### config.mk
export PLATFORM = sky130hd
export DESIGN_NAME = adpm_pin_mux
export DESIGN_NICKNAME = d
export VERILOG_FILES = /design/src/adpm_pkg.sv /design/src/adpm_pin_mux.sv /design/src/adpm_sync3.sv
export SDC_FILE = /design/constraint.sdc
export NUM_CORES = 1
export LEC_CHECK = 0
export BUFFER_PORTS_ARGS = -buffer_cell sky130_fd_sc_hd__buf_2
export CAP_MARGIN = 20
export CORE_ASPECT_RATIO = 2
export CORE_UTILIZATION = 54
export DETAILED_ROUTE_END_ITERATION = 8
export GPL_TIMING_DRIVEN = 0
export PLACE_DENSITY = 0.79
export SLEW_MARGIN = 20
export SYNTH_ARGS = -nofsm -noshare
export SYNTH_HDL_FRONTEND = slang
export SYNTH_SLANG_ARGS = --single-unit
### constraint.sdc
create_clock -name mclk_i -period 2.1 [get_ports mclk_i]
set_input_delay 0.105 -clock mclk_i [delete_from_list [all_inputs] [get_ports mclk_i]]
set_output_delay 0.105 -clock mclk_i [all_outputs]
set_load 0.02 [all_outputs]
### src/adpm_pkg.sv
// Function
// Each of eight digital-group pins routes to input, output or a comparator output.
// Writing 1 to a pin's pullup-disable bit turns that pin's pullup off.
// After reset every digital-group pin is undriven, with its digital function disabled.
// Digital-group configuration changes only on accesses from the control CPU.
// Each digital pin has a 2-bit mode field; 00..11 select modes 0..3.
// Bits 5:4 steer the third pin: 00 gives GPIO, 11 gives comparator 6.
// Modes 1 and 2 of the digital group are reserved and do nothing.
// Mode 3 maps pins 2,3,4,5,6,8 to comparators 1,6,2,3,4,5; mode 0 is GPIO.
// Software reads and writes eight digital data bits and sets each direction.
// Each of twelve analog pins feeds converter/comparator inputs or acts as plain GPIO.
// After reset every analog-group pin is an analog input, digital function off.
// Analog-group configuration changes only on accesses from the control CPU.
// Analog mode uses one odd bit per pin: 0 digital mode, 1 analog mode.
// Even bits of the analog mode register are ignored.
// Bit 5 steers the second analog pin: 0 digital line 2, 1 analog inputs.
// Only six analog pins have digital lines 2,4,6,10,12,14 in mode 0.
// Software reads and writes the six digital line bits and sets each direction.
// Software enables only one of converter or comparator input sharing a pin.
// A pin drives only in GPIO output mode or comparator-output mode.
// Package of constants and types for the analog/digital pin mux.
// Assumes a 32-bit AXI4-Lite register bus on the system clock.
package adpm_pkg;

	localparam int ADPM_DIG_PINS = 8;
	localparam int ADPM_ANA_PINS = 12;
	localparam int ADPM_LINES    = 6;
	localparam int ADPM_COMPS    = 6;
	localparam int ADPM_AW       = 8;

	// Register byte offsets
	localparam logic [ADPM_AW-1:0] ADPM_DIG_MODE_OFS = 8'h00;
	localparam logic [ADPM_AW-1:0] ADPM_DIG_PUD_OFS  = 8'h04;
	localparam logic [ADPM_AW-1:0] ADPM_DIG_DATA_OFS = 8'h08;
	localparam logic [ADPM_AW-1:0] ADPM_DIG_DIR_OFS  = 8'h0c;
	localparam logic [ADPM_AW-1:0] ADPM_ANA_MODE_OFS = 8'h10;
	localparam logic [ADPM_AW-1:0] ADPM_ANA_DATA_OFS = 8'h14;
	localparam logic [ADPM_AW-1:0] ADPM_ANA_DIR_OFS  = 8'h18;

	// Reset values: digital pins in reserved mode 01, analog odd bits set
	localparam logic [31:0] ADPM_DIG_MODE_RST = 32'h0000_5555;
	localparam logic [31:0] ADPM_DIG_MODE_MSK = 32'h0000_ffff;
	localparam logic [31:0] ADPM_DIG_PUD_RST  = 32'h0000_0000;
	localparam logic [31:0] ADPM_DIG_8_MSK    = 32'h0000_00ff;
	localparam logic [31:0] ADPM_ANA_MODE_RST = 32'haaaa_aaaa;
	localparam logic [31:0] ADPM_ANA_MODE_MSK = 32'haaaa_aaaa;
	localparam logic [31:0] ADPM_LINE_MSK     = 32'h0000_003f;
	localparam logic [31:0] ADPM_DIR_RST      = 32'h0000_0000;

	localparam logic [1:0] ADPM_MODE_GPIO = 2'h0;
	localparam logic [1:0] ADPM_MODE_COMP = 2'h3;

	localparam logic [1:0] ADPM_RESP_OKAY   = 2'h0;
	localparam logic [1:0] ADPM_RESP_SLVERR = 2'h2;
	localparam logic [1:0] ADPM_RESP_DECERR = 2'h3;

	// Comparator index per digital pin in mode 3, -1 for none
	localparam int ADPM_DIG_COMP [ADPM_DIG_PINS] = '{-1, 0, 5, 1, 2, 3, -1, 4};
	// Channel number of each analog pin (A0,A2,A3,A4,A6,A7,B0,B2,B3,B4,B6,B7)
	localparam int ADPM_ANA_CHAN [ADPM_ANA_PINS] = '{0, 2, 3, 4, 6, 7, 8, 10, 11, 12, 14, 15};
	// Digital line bit per analog pin, -1 for none (lines 2,4,6,10,12,14)
	localparam int ADPM_ANA_LINE [ADPM_ANA_PINS] = '{-1, 0, -1, 1, 2, -1, -1, 3, -1, 4, 5, -1};

	typedef struct packed {
		logic [ADPM_DIG_PINS-1:0] out;
		logic [ADPM_DIG_PINS-1:0] oe;
		logic [ADPM_DIG_PINS-1:0] pullup_en;
	} adpm_dig_drive_t;

	typedef struct packed {
		logic [ADPM_ANA_PINS-1:0] out;
		logic [ADPM_ANA_PINS-1:0] oe;
		logic [ADPM_ANA_PINS-1:0] analog_sel;
	} adpm_ana_drive_t;

endpackage

### src/adpm_pin_mux.sv
// Pin mux for an eight-pin digital group and a twelve-pin analog group.
// Assumes an AXI4-Lite master; awuser/aruser high marks the control CPU.
`timescale 1ns/1ps
`default_nettype none
module adpm_pin_mux (
	input  wire logic                           mclk_i,
	input  wire logic                           arst_n_i,
	// AXI4-Lite slave
	input  wire logic [adpm_pkg::ADPM_AW-1:0]   s_axi_awaddr_i,
	input  wire logic                           s_axi_awuser_i,
	input  wire logic                           s_axi_awvalid_i,
	output var  logic                           s_axi_awready_o,
	input  wire logic [31:0]                    s_axi_wdata_i,
	input  wire logic [3:0]                     s_axi_wstrb_i,
	input  wire logic                           s_axi_wvalid_i,
	output var  logic                           s_axi_wready_o,
	output var  logic [1:0]                     s_axi_bresp_o,
	output var  logic                           s_axi_bvalid_o,
	input  wire logic                           s_axi_bready_i,
	input  wire logic [adpm_pkg::ADPM_AW-1:0]   s_axi_araddr_i,
	input  wire logic                           s_axi_aruser_i,
	input  wire logic                           s_axi_arvalid_i,
	output var  logic                           s_axi_arready_o,
	output var  logic [31:0]                    s_axi_rdata_o,
	output var  logic [1:0]                     s_axi_rresp_o,
	output var  logic                           s_axi_rvalid_o,
	input  wire logic                           s_axi_rready_i,
	// Comparator outputs, same clock
	input  wire logic [adpm_pkg::ADPM_COMPS-1:0] comparator_output_i,
	// Digital group pins
	input  wire logic [adpm_pkg::ADPM_DIG_PINS-1:0] digital_pin_group_i,
	output var  adpm_pkg::adpm_dig_drive_t      digital_pin_group_o,
	// Analog group pins
	input  wire logic [adpm_pkg::ADPM_ANA_PINS-1:0] analog_pin_group_i,
	output var  adpm_pkg::adpm_ana_drive_t      analog_pin_group_o
);
	import adpm_pkg::*;

	logic [31:0] dig_mode_reg;
	logic [31:0] dig_pud_reg;
	logic [31:0] dig_data_reg;
	logic [31:0] dig_dir_reg;
	logic [31:0] ana_mode_reg;
	logic [31:0] ana_data_reg;
	logic [31:0] ana_dir_reg;

	logic [ADPM_DIG_PINS-1:0] dig_in_sync;
	logic [ADPM_ANA_PINS-1:0] ana_in_sync;
	logic [ADPM_LINES-1:0]    line_in;

	logic                aw_held_reg;
	logic [ADPM_AW-1:0]  aw_addr_reg;
	logic                aw_ctl_reg;
	logic                w_held_reg;
	logic [31:0]         w_data_reg;
	logic [3:0]          w_strb_reg;
	logic                do_write;

	adpm_dig_drive_t dig_next;
	adpm_ana_drive_t ana_next;

	adpm_sync3 #(.W(ADPM_DIG_PINS)) u_dig_sync (
		.mclk_i   (mclk_i),
		.arst_n_i (arst_n_i),
		.async_i  (digital_pin_group_i),
		.level_o  (dig_in_sync)
	);

	adpm_sync3 #(.W(ADPM_ANA_PINS)) u_ana_sync (
		.mclk_i   (mclk_i),
		.arst_n_i (arst_n_i),
		.async_i  (analog_pin_group_i),
		.level_o  (ana_in_sync)
	);

	function automatic logic [31:0] merge_bytes(input logic [31:0] old, input logic [31:0] data,
		input logic [3:0] strb, input logic [31:0] mask);
		logic [31:0] res;
		res = old;
		for (int b = 0; b < 4; b++)
			if (strb[b])
				res[8*b +: 8] = data[8*b +: 8];
		return res & mask;
	endfunction

	function automatic logic addr_is(input logic [ADPM_AW-1:0] addr, input logic [ADPM_AW-1:0] ofs);
		return addr[ADPM_AW-1:2] == ofs[ADPM_AW-1:2];
	endfunction

	function automatic logic addr_mapped(input logic [ADPM_AW-1:0] addr);
		return addr_is(addr, ADPM_DIG_MODE_OFS) || addr_is(addr, ADPM_DIG_PUD_OFS)
			|| addr_is(addr, ADPM_DIG_DATA_OFS) || addr_is(addr, ADPM_DIG_DIR_OFS)
			|| addr_is(addr, ADPM_ANA_MODE_OFS) || addr_is(addr, ADPM_ANA_DATA_OFS)
			|| addr_is(addr, ADPM_ANA_DIR_OFS);
	endfunction

	// Gather the digital line levels from the analog pins
	always_comb
	begin
		line_in = '0;
		for (int p = 0; p < ADPM_ANA_PINS; p++)
			if (ADPM_ANA_LINE[p] >= 0)
				line_in[ADPM_ANA_LINE[p]] = ana_in_sync[p];
	end

	// Write channel: address and data taken in either order
	assign do_write = aw_held_reg && w_held_reg && !s_axi_bvalid_o;

	always_ff @(posedge mclk_i or negedge arst_n_i)
	begin
		if (!arst_n_i)
		begin
			aw_held_reg     <= 1'b0;
			aw_addr_reg     <= '0;
			aw_ctl_reg      <= 1'b0;
			s_axi_awready_o <= 1'b1;
		end
		else if (s_axi_awvalid_i && s_axi_awready_o)
		begin
			aw_held_reg     <= 1'b1;
			aw_addr_reg     <= s_axi_awaddr_i;
			aw_ctl_reg      <= s_axi_awuser_i;
			s_axi_awready_o <= 1'b0;
		end
		else if (s_axi_bvalid_o && s_axi_bready_i)
		begin
			aw_held_reg     <= 1'b0;
			s_axi_awready_o <= 1'b1;
		end
	end

	always_ff @(posedge mclk_i or negedge arst_n_i)
	begin
		if (!arst_n_i)
		begin
			w_held_reg     <= 1'b0;
			w_data_reg     <= '0;
			w_strb_reg     <= '0;
			s_axi_wready_o <= 1'b1;
		end
		else if (s_axi_wvalid_i && s_axi_wready_o)
		begin
			w_held_reg     <= 1'b1;
			w_data_reg     <= s_axi_wdata_i;
			w_strb_reg     <= s_axi_wstrb_i;
			s_axi_wready_o <= 1'b0;
		end
		else if (s_axi_bvalid_o && s_axi_bready_i)
		begin
			w_held_reg     <= 1'b0;
			s_axi_wready_o <= 1'b1;
		end
	end

	always_ff @(posedge mclk_i or negedge arst_n_i)
	begin
		if (!arst_n_i)
		begin
			s_axi_bvalid_o <= 1'b0;
			s_axi_bresp_o  <= ADPM_RESP_OKAY;
		end
		else if (do_write)
		begin
			s_axi_bvalid_o <= 1'b1;
			if (!addr_mapped(aw_addr_reg))
				s_axi_bresp_o <= ADPM_RESP_DECERR;
			else if (!aw_ctl_reg)
				s_axi_bresp_o <= ADPM_RESP_SLVERR;
			else
				s_axi_bresp_o <= ADPM_RESP_OKAY;
		end
		else if (s_axi_bready_i)
			s_axi_bvalid_o <= 1'b0;
	end

	// Digital group configuration, control CPU only
	always_ff @(posedge mclk_i or negedge arst_n_i)
	begin
		if (!arst_n_i)
		begin
			dig_mode_reg <= ADPM_DIG_MODE_RST;
			dig_pud_reg  <= ADPM_DIG_PUD_RST;
			dig_data_reg <= '0;
			dig_dir_reg  <= ADPM_DIR_RST;
		end
		else if (do_write && aw_ctl_reg)
		begin
			if (addr_is(aw_addr_reg, ADPM_DIG_MODE_OFS))
				dig_mode_reg <= merge_bytes(dig_mode_reg, w_data_reg, w_strb_reg,
					ADPM_DIG_MODE_MSK);
			else if (addr_is(aw_addr_reg, ADPM_DIG_PUD_OFS))
				dig_pud_reg <= merge_bytes(dig_pud_reg, w_data_reg, w_strb_reg,
					ADPM_DIG_8_MSK);
			else if (addr_is(aw_addr_reg, ADPM_DIG_DATA_OFS))
				dig_data_reg <= merge_bytes(dig_data_reg, w_data_reg, w_strb_reg,
					ADPM_DIG_8_MSK);
			else if (addr_is(aw_addr_reg, ADPM_DIG_DIR_OFS))
				dig_dir_reg <= merge_bytes(dig_dir_reg, w_data_reg, w_strb_reg,
					ADPM_DIG_8_MSK);
		end
	end

	// Analog group configuration, control CPU only; even mode bits dropped
	always_ff @(posedge mclk_i or negedge arst_n_i)
	begin
		if (!arst_n_i)
		begin
			ana_mode_reg <= ADPM_ANA_MODE_RST;
			ana_data_reg <= '0;
			ana_dir_reg  <= ADPM_DIR_RST;
		end
		else if (do_write && aw_ctl_reg)
		begin
			if (addr_is(aw_addr_reg, ADPM_ANA_MODE_OFS))
				ana_mode_reg <= merge_bytes(ana_mode_reg, w_data_reg, w_strb_reg,
					ADPM_ANA_MODE_MSK);
			else if (addr_is(aw_addr_reg, ADPM_ANA_DATA_OFS))
				ana_data_reg <= merge_bytes(ana_data_reg, w_data_reg, w_strb_reg,
					ADPM_LINE_MSK);
			else if (addr_is(aw_addr_reg, ADPM_ANA_DIR_OFS))
				ana_dir_reg <= merge_bytes(ana_dir_reg, w_data_reg, w_strb_reg,
					ADPM_LINE_MSK);
		end
	end

	// Read channel: one-cycle answer, data registers return pin levels
	always_ff @(posedge mclk_i or negedge arst_n_i)
	begin
		if (!arst_n_i)
		begin
			s_axi_arready_o <= 1'b1;
			s_axi_rvalid_o  <= 1'b0;
			s_axi_rdata_o   <= '0;
			s_axi_rresp_o   <= ADPM_RESP_OKAY;
		end
		else if (s_axi_arvalid_i && s_axi_arready_o)
		begin
			s_axi_arready_o <= 1'b0;
			s_axi_rvalid_o  <= 1'b1;
			s_axi_rdata_o   <= '0;
			s_axi_rresp_o   <= ADPM_RESP_OKAY;
			if (!addr_mapped(s_axi_araddr_i))
				s_axi_rresp_o <= ADPM_RESP_DECERR;
			else if (!s_axi_aruser_i)
				s_axi_rresp_o <= ADPM_RESP_SLVERR;
			else if (addr_is(s_axi_araddr_i, ADPM_DIG_MODE_OFS))
				s_axi_rdata_o <= dig_mode_reg;
			else if (addr_is(s_axi_araddr_i, ADPM_DIG_PUD_OFS))
				s_axi_rdata_o <= dig_pud_reg;
			else if (addr_is(s_axi_araddr_i, ADPM_DIG_DATA_OFS))
				s_axi_rdata_o <= {24'h00_0000, dig_in_sync};
			else if (addr_is(s_axi_araddr_i, ADPM_DIG_DIR_OFS))
				s_axi_rdata_o <= dig_dir_reg;
			else if (addr_is(s_axi_araddr_i, ADPM_ANA_MODE_OFS))
				s_axi_rdata_o <= ana_mode_reg;
			else if (addr_is(s_axi_araddr_i, ADPM_ANA_DATA_OFS))
				s_axi_rdata_o <= {26'h000_0000, line_in};
			else
				s_axi_rdata_o <= ana_dir_reg;
		end
		else if (s_axi_rvalid_o && s_axi_rready_i)
		begin
			s_axi_rvalid_o  <= 1'b0;
			s_axi_arready_o <= 1'b1;
		end
	end

	// Digital group routing
	always_comb
	begin
		dig_next = '0;
		for (int i = 0; i < ADPM_DIG_PINS; i++)
		begin
			dig_next.pullup_en[i] = !dig_pud_reg[i];
			if (dig_mode_reg[2*i +: 2] == ADPM_MODE_GPIO)
			begin
				dig_next.oe[i]  = dig_dir_reg[i];
				dig_next.out[i] = dig_data_reg[i] && dig_dir_reg[i];
			end
			else if (dig_mode_reg[2*i +: 2] == ADPM_MODE_COMP && ADPM_DIG_COMP[i] >= 0)
			begin
				dig_next.oe[i]  = 1'b1;
				dig_next.out[i] = comparator_output_i[ADPM_DIG_COMP[i]];
			end
			// Modes 1 and 2, and mode 3 without a comparator, leave the pin idle
		end
	end

	// Analog group routing: odd bit 2*channel+1 picks analog or digital
	always_comb
	begin
		ana_next = '0;
		for (int p = 0; p < ADPM_ANA_PINS; p++)
		begin
			ana_next.analog_sel[p] = ana_mode_reg[2*ADPM_ANA_CHAN[p]+1];
			if (!ana_mode_reg[2*ADPM_ANA_CHAN[p]+1] && ADPM_ANA_LINE[p] >= 0)
			begin
				ana_next.oe[p]  = ana_dir_reg[ADPM_ANA_LINE[p]];
				ana_next.out[p] = ana_data_reg[ADPM_ANA_LINE[p]] && ana_dir_reg[ADPM_ANA_LINE[p]];
			end
		end
	end

	always_ff @(posedge mclk_i or negedge arst_n_i)
	begin
		if (!arst_n_i)
		begin
			digital_pin_group_o <= '0;
			analog_pin_group_o  <= '0;
		end
		else
		begin
			digital_pin_group_o <= dig_next;
			analog_pin_group_o  <= ana_next;
		end
	end
endmodule
`default_nettype wire

### src/adpm_sync3.sv
// Three-stage input synchroniser for pin levels.
// Assumes asynchronous inputs; output updates when stages two and three agree.
`timescale 1ns/1ps
`default_nettype none
module adpm_sync3 #(
	parameter int W = 8
) (
	input  wire logic         mclk_i,
	input  wire logic         arst_n_i,
	input  wire logic [W-1:0] async_i,
	output var  logic [W-1:0] level_o
);
	logic [W-1:0] s1_reg;
	logic [W-1:0] s2_reg;
	logic [W-1:0] s3_reg;

	always_ff @(posedge mclk_i or negedge arst_n_i)
	begin
		if (!arst_n_i)
		begin
			s1_reg <= '0;
			s2_reg <= '0;
			s3_reg <= '0;
		end
		else
		begin
			s1_reg <= async_i;
			s2_reg <= s1_reg;
			s3_reg <= s2_reg;
		end
	end

	// Per bit, a level is taken only once it has held for two samples
	genvar g;
	generate
		for (g = 0; g < W; g++)
		begin : g_bit
			always_ff @(posedge mclk_i or negedge arst_n_i)
			begin
				if (!arst_n_i)
					level_o[g] <= 1'b0;
				else if (s2_reg[g] == s3_reg[g])
					level_o[g] <= s3_reg[g];
			end
		end
	endgenerate
endmodule
`default_nettype wire

==> metrics.csv <==
metric,value,unit
total power,9.659,mW
sequential-to-total area share from yosys stat,67.39,%
Antenna Nets Post-Route,0,
Tightest Hold Check Type,in -> reg,
fin crit share,96.85,%
Max VDD drop,0.5514,mV
Top Ports,188,
Die Span X,93.47,um
die height,184.9,um
critical path's top delay family,simple AND/OR/NAND/NOR gates,
YS warnings,0,
Max Slew Vio Count,0,
hold depth,4,
# rows,66,
endpoints failing hold,0,
pre-CTS setup slack,-0.04220,ns
LEAKAGE,5.793,nW
worst-skew pair later-pin latency,0.50,ns
crit path max-delay cell type,nor2_2,
nets@finish,957,
drt initial violations,289,
drt wl/cell,19.76,um
DRC,0,
crit-path max FO,8,
Setup WS post-layout,0.06625,ns
Post-Synth Adder-Cell Area,1.551,%
total CTS buffers,22,
synth unique cells,59,
CTS tree,yes,
Mapped Cells,610,
clock tree buffer depth,3,
Compound-Gate Fraction of Synth Area,6.646,%
CTS root buf,clkbuf_16,
fillers,1077,
CP max stage delay,0.43,ns
main combinational cell family by area after synthesis,multiplexers,
worst-margin pin slew,0.7756,ns
worst path required time,2.48,ns
outcome,completed,
CP bufs+invs,0,
WS Path Type,reg -> reg,
Worst Setup Start Kind,flip-flop,
largest net degree at the start of global routing,108,
crit-path cells,"and3b_2, and3_2, nand2_1, nor2_2, mux2_2",
post-synthesis mux area share,13.76,%
max-capacitance violation count,0,
Via density,5.429,
most common flop cell mapped by yosys,dfrtp_1,
total number of vias,5923,
FMAX,491.7,MHz
hpwl dp,14800,um
"EDFF count, synth",0,
P per Cell Area,830.5,nW/um^2
Yosys reg bits,242,
Reg2Reg Depth,5,
Clock transition at path regs,0.07,ns
initial antenna violation count,1,
Stages on worst setup path,5,
vias in the first global route,6379,
setup TNS,0,ns
placer congestion estimate,0.9510,
Final Setup Violations,0,
Initial Utilization,55.26,%
Die Area,17290,um^2
Worst slew margin,48.01,%
H-tree Lvls,1,
First-pass DRT Iterations,5,
clk sinks,242,
Post-Syn Area per Cell,14.81,um^2
clk_skew,0.007711,ns
R2R setup slack,0.07,ns
All-Layer GR Usage,25.74,%
RSZ-0062 raised after global routing,yes,
grt ovf,0,
DRT Wirelength,21560,um
crit path time final,2.034,ns
first-pass GRT wire length,33340,um
CP arrival,2.41,ns
Synth Area in XOR/XNOR,0,%
Buffers on Ports,148,
CORE AREA,16350,um^2
Syn-to-layout area delta,28.70,%
Synth Cell Area,9036,um^2
Post-synth ARST share,100.0,%
simple-gate share of the synthesized area,7.449,%
layout cells sized above 1,42.66,%
CP endpoint kind,flip-flop,
layout make-up:
type	count	area (um^2)	area share [%]
buffer	33	217.7	1.872
tap	204	255.2	2.195
multi-input combinational	336	2751	23.66
timing repair buffer	218	1476	12.70
clock buffer	33	653.1	5.616
clock inverter	7	120.1	1.033
antenna	1	2.502	0.02152
sequential	242	6090	52.36
inverter	17	63.81	0.5487
synthesized netlist by cell type, drive strengths merged, types with 3 or more instances:
cell type  count  area share, %
and2           9           0.62
a21o           4           0.33
dfrtp        215             60
a32o           3           0.33
clkbuf         6           0.25
or2            3           0.21
nor2          16           0.94
a211oi         3           0.25
nand3         13           0.72
nor2b          7           0.48
nor3b          6           0.62
a41o           3           0.33
dfstp         27            7.9
a221oi         4           0.39
a21oi          5           0.28
mux2         106             13
maj3          14            1.6
inv           17           0.71
o21ai         23            1.3
a222oi         4           0.44
or4b           5           0.60
a22o          12            1.2
nor3           3           0.22
mux2i          5           0.55
nand2b        12           0.83
nand2         24            1.0
o311ai         3           0.29
o22ai          3           0.21
o21a           3           0.25
buf           28            2.2
and3           3           0.21
per-stage QoR:
step           std cells  hold WS, ns  area [um^2]  utilization (%)
2_1_floorplan        629      -0.1906         9107                -
3_3_place_gp         981       0.2133        10100            61.79
3_5_place_dp         983    -0.008711        10170            62.23
4_1_cts             1087      0.01965        11590            70.90
5_1_grt             1091      0.05392        11630            71.13
6_report            1091      0.03322        11630            71.13
worst register-to-register path, delay by kind of cell, from the launching register on:
kind / cells / cell delay (ns)
DFF: 1 / 0.42
and+or+nand+nor: 4 / 1.10
muxes: 1 / 0.40
where the power goes:
part,internal (mW),switching [mW]
combinational,0.261,0.340
sequential,4.78,0.0663
clock,2.53,1.68
cells by family (layout without fill, tap and decap cells):
logic type | Yosys count | count (layout)
and+or+nand+nor | 110 | 110
muxes | 111 | 111
DFF | 242 | 242
AOI/OAI and AO/OA | 81 | 81
adders and majority gates | 14 | 14
buffers and inverters | 51 | 308
other | 1 | 21
what timing repair did:
action,in CTS,in global routing
pin swaps,0,0
hold endpoints to repair,195,0
gates resized for setup,2,3
buffers inserted,0,4
hold buffers,64,0
endpoints found under the setup margin,10,73
per-layer routing:
| metal | track usage, % | vias up | part of all wire, % |
|---|---|---|---|
| met5 | 0 | - | 0 |
| met4 | 14.28 | 0 | 5.2 |
| met1 | 27.05 | 2990 | 35 |
| met2 | 48.24 | 213 | 56 |
| met3 | 3.530 | 70 | 4.0 |
| li1 | - | 2650 | - |
placed cells by master (no fill, tap or decap), types with 9 or more instances in the layout:
master         Yosys  layout
dfrtp_1          215     215
buf_2              3     150
mux2_2           105     105
dlygate4sd3_1      0      64
buf_4             24      28
dfstp_2           27      27
nand2_1           23      23
clkbuf_16          0      23
conb_1             1      20
o21ai_0           19      19
inv_1             17      17
maj3_1            14      14
nand3_1           13      13
nand2b_1          12      12
a22o_1            12      12
clkbuf_1           6      11
and2_1             9       9
worst paths after layout:
path	to	startpoint
setup / recovery	dig_pud_reg[4]	s_axi_bvalid_o
hold / removal	s_axi_rdata_o[5]	s_axi_aruser_i
setup reg to reg	dig_pud_reg[4]	s_axi_bvalid_o
hold reg to reg	u_ana_sync.s2_reg[4]	u_ana_sync.s1_reg[4]
max in group asynchronous	ana_mode_reg[7]	arst_n_i
min in group asynchronous	u_ana_sync.s2_reg[4]	arst_n_i
(Power assumes the default switching activity.)
